--- src/cit_pkg.sv ---
// Purpose: Shared types and constants for the instruction timing decoder
// Assumes: One core clock cycle equals one clk_sys period
// Notes: Byte lengths and cycle counts are per opcode, not per instruction class
package cit_pkg;

  // Encoded instruction lengths in bytes
  localparam logic [1:0] LEN1 = 2'h1;
  localparam logic [1:0] LEN2 = 2'h2;
  localparam logic [1:0] LEN3 = 2'h3;

  // Core clock cycles per instruction
  localparam logic [3:0] CYC1 = 4'h1;
  localparam logic [3:0] CYC2 = 4'h2;
  localparam logic [3:0] CYC3 = 4'h3;
  localparam logic [3:0] CYC4 = 4'h4;
  localparam logic [3:0] CYC9 = 4'h9;

  // Longest count that still counts as a fast instruction
  localparam logic [3:0] FAST_CYC_MAX = 4'h2;

  // Statistics counter width
  localparam int STAT_W = 16;

  // Instruction classes
  typedef enum logic [2:0] {
    CL_ARITH,
    CL_LOGIC,
    CL_XFER,
    CL_BOOL,
    CL_BRANCH,
    CL_MISC
  } cit_class_t;

  // Decoded timing of one instruction
  typedef struct packed {
    logic [1:0] len;
    logic [3:0] cyc;
    cit_class_t cls;
    logic illegal;
  } cit_info_t;

  // Retirement statistics
  typedef struct packed {
    logic [STAT_W-1:0] retired;
    logic [STAT_W-1:0] fast;
    logic [STAT_W-1:0] cycles;
  } cit_stats_t;

endpackage

--- src/cit_timing_decoder.sv ---
// Purpose: Decode opcode length and cycle count, pace execution accordingly
// Assumes: Opcode input is synchronous to clk_sys, one opcode per handshake
// Notes: A new opcode is taken only when opReady is high
`timescale 1ns/1ps
`default_nettype none

module cit_timing_decoder
(
  // Clock and reset
  input wire logic clk_sys,
  input wire logic rst,
  // Opcode offer
  input wire logic opValid,
  input wire logic [7:0] opcode,
  output var logic opReady,
  // Decoded timing of the taken opcode
  output var logic infoValid,
  output var cit_pkg::cit_info_t info,
  // Completion and statistics
  output var logic busy,
  output var logic done,
  output var cit_pkg::cit_stats_t stats
);
  import cit_pkg::*;

  // Build one decode entry
  // Illegal starts clear; only the unassigned codes raise it afterwards
  function automatic cit_info_t mk(input logic [1:0] l, input logic [3:0] c,
                                   input cit_class_t k);
    cit_info_t r;
    r.len = l;
    r.cyc = c;
    r.cls = k;
    r.illegal = 1'b0;
    return r;
  endfunction

  // Class of a register, indirect or direct source column by row
  // Rows share their operand columns, so one helper names the class for all of them
  function automatic cit_class_t rowClass(input logic [3:0] row);
    cit_class_t k;
    case (row)
      4'h0, 4'h1, 4'h2, 4'h3, 4'h9: k = CL_ARITH;
      4'h4, 4'h5, 4'h6: k = CL_LOGIC;
      4'hb, 4'hd: k = CL_BRANCH;
      default: k = CL_XFER;
    endcase
    return k;
  endfunction

  // Full opcode decode into length, cycles and class
  // The low nibble is tested first because the operand column fixes the
  // byte count for most rows; the irregular columns fall back to an exact
  // match on the whole opcode, which costs more logic but stays readable.
  function automatic cit_info_t decode(input logic [7:0] op);
    cit_info_t d;
    logic [3:0] row;
    logic [3:0] col;
    row = op[7:4];
    col = op[3:0];
    d = mk(LEN1, CYC1, CL_MISC);
    // Absolute jumps and calls own this column in every row
    if (col == 4'h1)
    begin
      d = mk(LEN2, CYC3, CL_BRANCH);
    end
    else if (col[3])
    begin
      // Working register column
      case (row)
        4'h7, 4'h8, 4'ha: d = mk(LEN2, CYC2, CL_XFER);
        4'hb: d = mk(LEN3, CYC4, CL_BRANCH);
        4'hd: d = mk(LEN2, CYC3, CL_BRANCH);
        default: d = mk(LEN1, CYC1, rowClass(row));
      endcase
    end
    else if (col[3:1] == 3'h3)
    begin
      // Register-pointed memory column
      case (row)
        4'h7, 4'h8, 4'ha: d = mk(LEN2, CYC2, CL_XFER);
        4'hb: d = mk(LEN3, CYC4, CL_BRANCH);
        4'hd: d = mk(LEN1, CYC2, CL_XFER);
        default: d = mk(LEN1, CYC2, rowClass(row));
      endcase
    end
    else if (col == 4'h5)
    begin
      // Direct byte column
      case (row)
        4'h7, 4'h8: d = mk(LEN3, CYC3, CL_XFER);
        4'hb: d = mk(LEN3, CYC4, CL_BRANCH);
        4'hd: d = mk(LEN3, CYC4, CL_BRANCH);
        4'ha:
        begin
          d = mk(LEN1, CYC1, CL_MISC);
          d.illegal = 1'b1; // Unassigned code, paced like a no-op
        end
        default: d = mk(LEN2, CYC2, rowClass(row));
      endcase
    end
    else if (col == 4'h4)
    begin
      // Accumulator and immediate column
      // Rows 8 and a are the long multiply and divide
      case (row)
        4'h0, 4'h1: d = mk(LEN1, CYC1, CL_ARITH);
        4'h2, 4'h3, 4'h9: d = mk(LEN2, CYC2, CL_ARITH);
        4'h4, 4'h5, 4'h6: d = mk(LEN2, CYC2, CL_LOGIC);
        4'h7: d = mk(LEN2, CYC2, CL_XFER);
        4'h8, 4'ha: d = mk(LEN1, CYC9, CL_ARITH);
        4'hb: d = mk(LEN3, CYC4, CL_BRANCH);
        4'hd: d = mk(LEN1, CYC2, CL_ARITH);
        default: d = mk(LEN1, CYC1, CL_LOGIC);
      endcase
    end
    else
    begin
      // Columns 0, 2 and 3 are irregular
      case (op)
        8'h00: d = mk(LEN1, CYC1, CL_MISC);
        8'h02, 8'h12: d = mk(LEN3, CYC4, CL_BRANCH);
        8'h03, 8'h13, 8'h23, 8'h33: d = mk(LEN1, CYC1, CL_LOGIC);
        8'h10, 8'h20, 8'h30: d = mk(LEN3, CYC4, CL_BRANCH);
        8'h22, 8'h32: d = mk(LEN1, CYC4, CL_BRANCH);
        8'h40, 8'h50, 8'h80: d = mk(LEN2, CYC3, CL_BRANCH);
        8'h60, 8'h70: d = mk(LEN2, CYC3, CL_BRANCH);
        8'h42, 8'h52, 8'h62: d = mk(LEN2, CYC2, CL_LOGIC);
        8'h43, 8'h53, 8'h63: d = mk(LEN3, CYC3, CL_LOGIC);
        8'h72, 8'h82, 8'h92, 8'ha0: d = mk(LEN2, CYC2, CL_BOOL);
        8'ha2, 8'hb0, 8'hb2, 8'hc2: d = mk(LEN2, CYC2, CL_BOOL);
        8'hd2: d = mk(LEN2, CYC2, CL_BOOL);
        8'hb3, 8'hc3, 8'hd3: d = mk(LEN1, CYC1, CL_BOOL);
        8'h73: d = mk(LEN1, CYC3, CL_BRANCH);
        8'h83, 8'h93: d = mk(LEN1, CYC4, CL_XFER);
        8'h90: d = mk(LEN3, CYC3, CL_XFER);
        8'ha3: d = mk(LEN1, CYC3, CL_ARITH);
        8'hc0, 8'hd0: d = mk(LEN2, CYC2, CL_XFER);
        8'he0, 8'he2, 8'he3: d = mk(LEN1, CYC4, CL_XFER);
        8'hf0, 8'hf2, 8'hf3: d = mk(LEN1, CYC4, CL_XFER);
        default:
        begin
          d = mk(LEN1, CYC1, CL_MISC);
          d.illegal = 1'b1;
        end
      endcase
    end
    return d;
  endfunction

  // Pacing holds the core for the decoded count; no fetch is modelled,
  // so operand bytes never appear on the opcode port.
  // Execution pacing state
  typedef enum logic {
    ST_IDLE,
    ST_EXEC
  } cit_state_t;

  cit_state_t state;
  cit_state_t next_state;
  cit_info_t dec;
  logic take;
  logic [3:0] remain;
  logic [3:0] next_remain;
  logic finish;

  // Combinational decode of the offered opcode
  always_comb
  begin
    dec = decode(opcode);
  end

  // Taking only on a registered ready keeps the decode off the ready path,
  // at the cost of one idle edge after reset.
  // Handshake; ready is registered so it must be qualified here
  assign take = opValid && opReady;

  // Next pacing values; a taken opcode reloads the remaining count
  always_comb
  begin
    next_state = state;
    next_remain = remain;
    finish = 1'b0;
    case (state)
      ST_IDLE:
      begin
        if (take)
        begin
          next_remain = dec.cyc - CYC1;
          finish = (dec.cyc == CYC1);
          next_state = finish ? ST_IDLE : ST_EXEC;
        end
      end
      ST_EXEC:
      begin
        next_remain = remain - CYC1;
        finish = (remain == CYC1);
        if (finish)
        begin
          next_state = ST_IDLE;
        end
      end
      default:
      begin
        next_state = ST_IDLE;
        next_remain = 4'h0;
      end
    endcase
  end

  // State and cycle counter; one count per core clock cycle
  always_ff @(posedge clk_sys or posedge rst)
  begin
    if (rst)
    begin
      state <= ST_IDLE;
      remain <= 4'h0;
    end
    else
    begin
      state <= next_state;
      remain <= next_remain;
    end
  end

  // Both flags follow the next state so that they never lag the counter
  // Ready and busy flags; one-cycle opcodes keep ready high back to back
  always_ff @(posedge clk_sys or posedge rst)
  begin
    if (rst)
    begin
      opReady <= 1'b0;
      busy <= 1'b0;
    end
    else
    begin
      opReady <= (next_state == ST_IDLE);
      busy <= (next_state == ST_EXEC);
    end
  end

  // Info is held until the next take so a slow reader still sees it
  // Decoded timing captured on each taken opcode
  always_ff @(posedge clk_sys or posedge rst)
  begin
    if (rst)
    begin
      infoValid <= 1'b0;
      info <= '0;
    end
    else
    begin
      infoValid <= take;
      if (take)
      begin
        info <= dec;
      end
    end
  end

  // Done is registered so that it rises together with ready
  // Completion pulse in the cycle after the last execution edge
  always_ff @(posedge clk_sys or posedge rst)
  begin
    if (rst)
    begin
      done <= 1'b0;
    end
    else
    begin
      done <= finish;
    end
  end

  // The fast test needs the count of the retiring instruction; a one-cycle
  // op retires in its take cycle, before this register can hold it.
  // Cycle count of the instruction currently in flight, for the statistics
  logic [3:0] curCyc;

  always_ff @(posedge clk_sys or posedge rst)
  begin
    if (rst)
    begin
      curCyc <= 4'h0;
    end
    else if (take)
    begin
      curCyc <= dec.cyc;
    end
  end

  // Small counters trade range for area: a reader must sample often enough
  // that no counter advances by a full wrap between two samples.
  // Retirement statistics; counters wrap, software sees rates by sampling
  always_ff @(posedge clk_sys or posedge rst)
  begin
    if (rst)
    begin
      stats <= '0;
    end
    else
    begin
      if (state == ST_EXEC || take)
      begin
        stats.cycles <= stats.cycles + 1'b1;
      end
      if (finish)
      begin
        stats.retired <= stats.retired + 1'b1;
        if ((take ? dec.cyc : curCyc) <= FAST_CYC_MAX)
        begin
          stats.fast <= stats.fast + 1'b1;
        end
      end
    end
  end

endmodule

`default_nettype wire

--- config.mk ---
export PLATFORM = sky130hd
export DESIGN_NAME = cit_timing_decoder
export DESIGN_NICKNAME = d
export VERILOG_FILES = /design/src/cit_pkg.sv /design/src/cit_timing_decoder.sv
export SDC_FILE = /design/constraint.sdc
export NUM_CORES = 1
export LEC_CHECK = 0
export BUFFER_PORTS_ARGS = -buffer_cell sky130_fd_sc_hd__buf_2
export CORE_UTILIZATION = 40
export DETAILED_ROUTE_END_ITERATION = 10
export HOLD_SLACK_MARGIN = 0.12
export PLACE_DENSITY = 0.59
export RECOVER_POWER = 50
export SYNTH_ARGS = -nofsm -noshare
export SYNTH_HDL_FRONTEND = slang
export SYNTH_SLANG_ARGS = --single-unit
--- constraint.sdc ---
create_clock -name clk_sys -period 1.87 [get_ports clk_sys]
set_input_delay 0.187 -clock clk_sys [delete_from_list [all_inputs] [get_ports clk_sys]]
set_output_delay 0.187 -clock clk_sys [all_outputs]
set_load 0.03 [all_outputs]
==> run_results.csv <==
group,metric,value,unit
critical_path,crit_required,2.10,ns
pwr,clkPwrFrac,18.8,%
grt,grt_pass1_wl,19800,µm
yosys,synthMuxAreaShare,0.769,%
detailed_routing,first_iter_violations,242,
floorplanning,coreArea,0.0103,mm²
status,violations,"negative setup slack",
critical_path,end_kind,"flop",
cts,cts.clk_slew.worst_paths,0.08,ns
yosys,seq_area_frac_synth,41.4,%
yosys,synth-edff-count,0,
yosys,synthXorXnorAreaFrac,9.94,%
placed_design,placed_cells,716,
sta,setup_violations,42,
sta,fin_ws,-0.630,ns
run,cap_violations,0,
cts,cts_sinks,70,
cts,cts_buffer_depth,2,
yosys,synth_seq_cells,70,
pwr,comb_power_share,43.8,%
layout,area_growth,41.5,%
yosys,yosysWarnings,0,
pwr,intPower,3.42,mW
cts,cts_tree,"done",
floorplanning,die_w,105,µm
yosys,synth-compound-area-share,17.7,%
pwr,netSwitchingPower,2.31,mW
yosys,syn_avg_cell_area,9.61,µm²
sta,hold_viol,0,
grt,antenna_found_initial,0,
pwr,power_density,956,mW/mm²
yosys,ys_async_sr_fraction,100,%
yosys,syn_nets,458,
detailed_routing,wl,11800,µm
critical_path,crit_arrival,2.73,ns
sta,hold_ws,0.217,ns
sta,maxSlewHeadroom,37.0,%
sta,min_period_over_period,134,%
pwr,seq_power_share,37.4,%
cts,insertion_delay,0.34,ns
placed_design,place_hpwl,8560,µm
yosys,synth_flop_cell,"dfrtp_1",
cts,htree_levels,3,
critical_path,cp_max_fo,7,
layout,antenna_cells,0,
floorplanning,ios,73,
yosys,synth_cells,440,
detailed_routing,routedWlPerCell,15.8,µm
sta,slew_viol_final,0,
grt,overflow,0,
layout,final_common_cell,"buf_4",
layout,final_core_util,58.3,%
yosys,yosys.area_share.adder,2.07,%
detailed_routing,ant_nets,0,
layout,final_cell_mix,"93 x buf_4, 68 x dfrtp_1, 56 x buf_2",
critical_path,max_stage_delay,0.43,ns
grt,grt_start_max_net_pins,71,
floorplanning,die_h,105,µm
yosys,ys_types,73,
floorplanning,dieArea,0.0110,mm²
pwr,p_leak,2.88,nW
sta,max_freq,0.400,GHz
placed_design,portBuffers,72,
critical_path,critPathSlowestCell,"nor4_4",
floorplanning,start_util,41.2,%
detailed_routing,dr.pass1.iters,5,
cts,cts_buffers,9,
critical_path,crit_path_start_kind,"input pin",
layout,layout-drive-gt1-share,40.6,%
yosys,synth_top_family_by_area,"simple AND/OR/NAND/NOR gates",
min_path,hp-class,"input pin to flop",
sta,min_period,2.50,ns
sta,tightestPinTransition,0.946,ns
status,run_status,"complete, but fails checks",
cts,clockRootBuffer,"clkbuf_8",
floorplanning,fp-row-count,37,
detailed_routing,route.detailed.drc,0,
critical_path,path_cells,"buf_8, nor4_4, a32oi_2, and2_4, a211oi_4, ha_4, inv_2, a2111oi_4, o22a_1, o31ai_4, a31oi_4, buf_6, nand4_1, xnor2_1",
placed_design,pre_cts_slack,-1.01,ns
grt,grt_usage,22.6,%
layout,layoutNonFillerInstCount,749,
sta,fin_skew,0.00937,ns
layout,nets,626,
yosys,synthSimpleGateAreaFrac,22.7,%
placed_design,gp_congestion,0.994,
sta,rsz0062_at_grt,"yes",
detailed_routing,dr_total_vias,4019,
detailed_routing,routed_via_density,5.37,
pwr,peakVddDrop,0.474,mV
yosys,netlist_area,0.00423,mm²
pwr,power.share.switching,40.3,%
grt,grt_pass1_vias,3990,
critical_path,crit_type,"input pin to flop",
## cell usage after synthesis, types with 3 or more instances
cell / count / area share [%]
a211oi_1: 6 / 1.1
a21o_1: 8 / 1.4
a21oi_1: 24 / 2.8
a31oi_1: 5 / 0.74
and2_1: 7 / 1.0
and3_1: 18 / 2.7
buf_2: 11 / 1.3
buf_4: 3 / 0.53
buf_6: 6 / 1.6
clkbuf_1: 9 / 0.80
dfrtp_1: 70 / 41
ha_1: 7 / 2.1
inv_1: 14 / 1.2
nand2_1: 40 / 3.5
nand2b_1: 7 / 1.0
nand3_1: 13 / 1.5
nand4_1: 21 / 3.1
nor2_1: 31 / 2.8
nor2b_1: 3 / 0.44
nor3_1: 4 / 0.47
o21ai_0: 16 / 1.9
o22ai_1: 3 / 0.44
o31ai_1: 4 / 0.71
xnor2_1: 41 / 8.5
xor2_1: 7 / 1.4
## worst max-delay path, delay by kind of cell
kind	cells	cell delay [ns]
xor+xnor	1	0.15
simple gates	3	0.72
buf+inv	3	0.32
fa+ha+maj	1	0.18
compound gates	6	1.16
## registers in the layout (all words and copies together), names as in the netlist
| register | cells |
|---|---|
| info | 10 |
| busy | 1 |
| done | 1 |
| infoValid | 1 |
| curCyc | 4 |
| remain | 4 |
| stats | 48 |
| opReady | 1 |
## through the flow
step	power, mW	instance area [µm²]	TNS, ns
6_report	5.73	5990	-17.00
5_1_grt	6.10	5990	-21.81
4_1_cts	5.72	5910	-14.64
3_5_place_dp	4.53	5410	-34.38
3_3_place_gp	4.48	5410	-34.68
2_1_floorplan	3.64	4340	-21.62
## layout make-up
cell class              count  area [µm²]
clock buffers              12         145
clock inverters             4        22.5
fillers                   915        4290
inverters                  14        56.3
multi-input cells         327        2510
flip-flops and latches     70        1750
well taps                 136         170
repair buffers            186        1330
## power groups by stage
stage / sequential (mW) / clock (mW) / combinational (mW)
floorplan: 2.61 / 0 / 1.03
global placement: 2.14 / 0 / 2.33
detailed placement: 2.16 / 0 / 2.37
CTS: 2.13 / 1.10 / 2.49
global route: 2.20 / 1.17 / 2.73
finish: 2.14 / 1.08 / 2.51
## logic make-up after synthesis
| family | Yosys count |
|---|---|
| XOR/XNOR | 48 |
| adder cells (fa/ha/maj) | 7 |
| flip-flops | 70 |
| AND/OR/NAND/NOR | 169 |
| multiplexers | 3 |
| buffers and inverters | 43 |
| AO/OA/AOI/OAI | 100 |
## layer usage
metal  track usage, %  routed length, µm
met1             29.6               5320
met2             36.8               5550
met3             3.99                617
met4             9.15                361
met5                0                  0
## repair_timing
item                                    in CTS  in global routing
endpoints found under the hold margin       70                  0
pin swaps                                   22                 19
endpoints found under the setup margin      42                 47
buffers inserted                            18                  4
hold buffers                                 1                  0
gates resized for setup                     47                 28
## final timing paths
kind,startpoint,to,slack (ns),depth (start not counted)
min,opcode[6],info[0]$_DFFE_PP0P_,0.22,3
max reg2reg,remain[1]$_DFFE_PP0P_,stats[28]$_DFFE_PP0P_,-0.37,9
min in group asynchronous,rst,stats[42]$_DFFE_PP0P_,0.71,4
max,opcode[2],stats[28]$_DFFE_PP0P_,-0.63,14
min reg2reg,stats[15]$_DFFE_PP0P_,stats[15]$_DFFE_PP0P_,0.47,1
max in group asynchronous,rst,opReady$_DFF_PP0_,0.48,4
No activity file was read; power rests on OpenSTA's default activity.
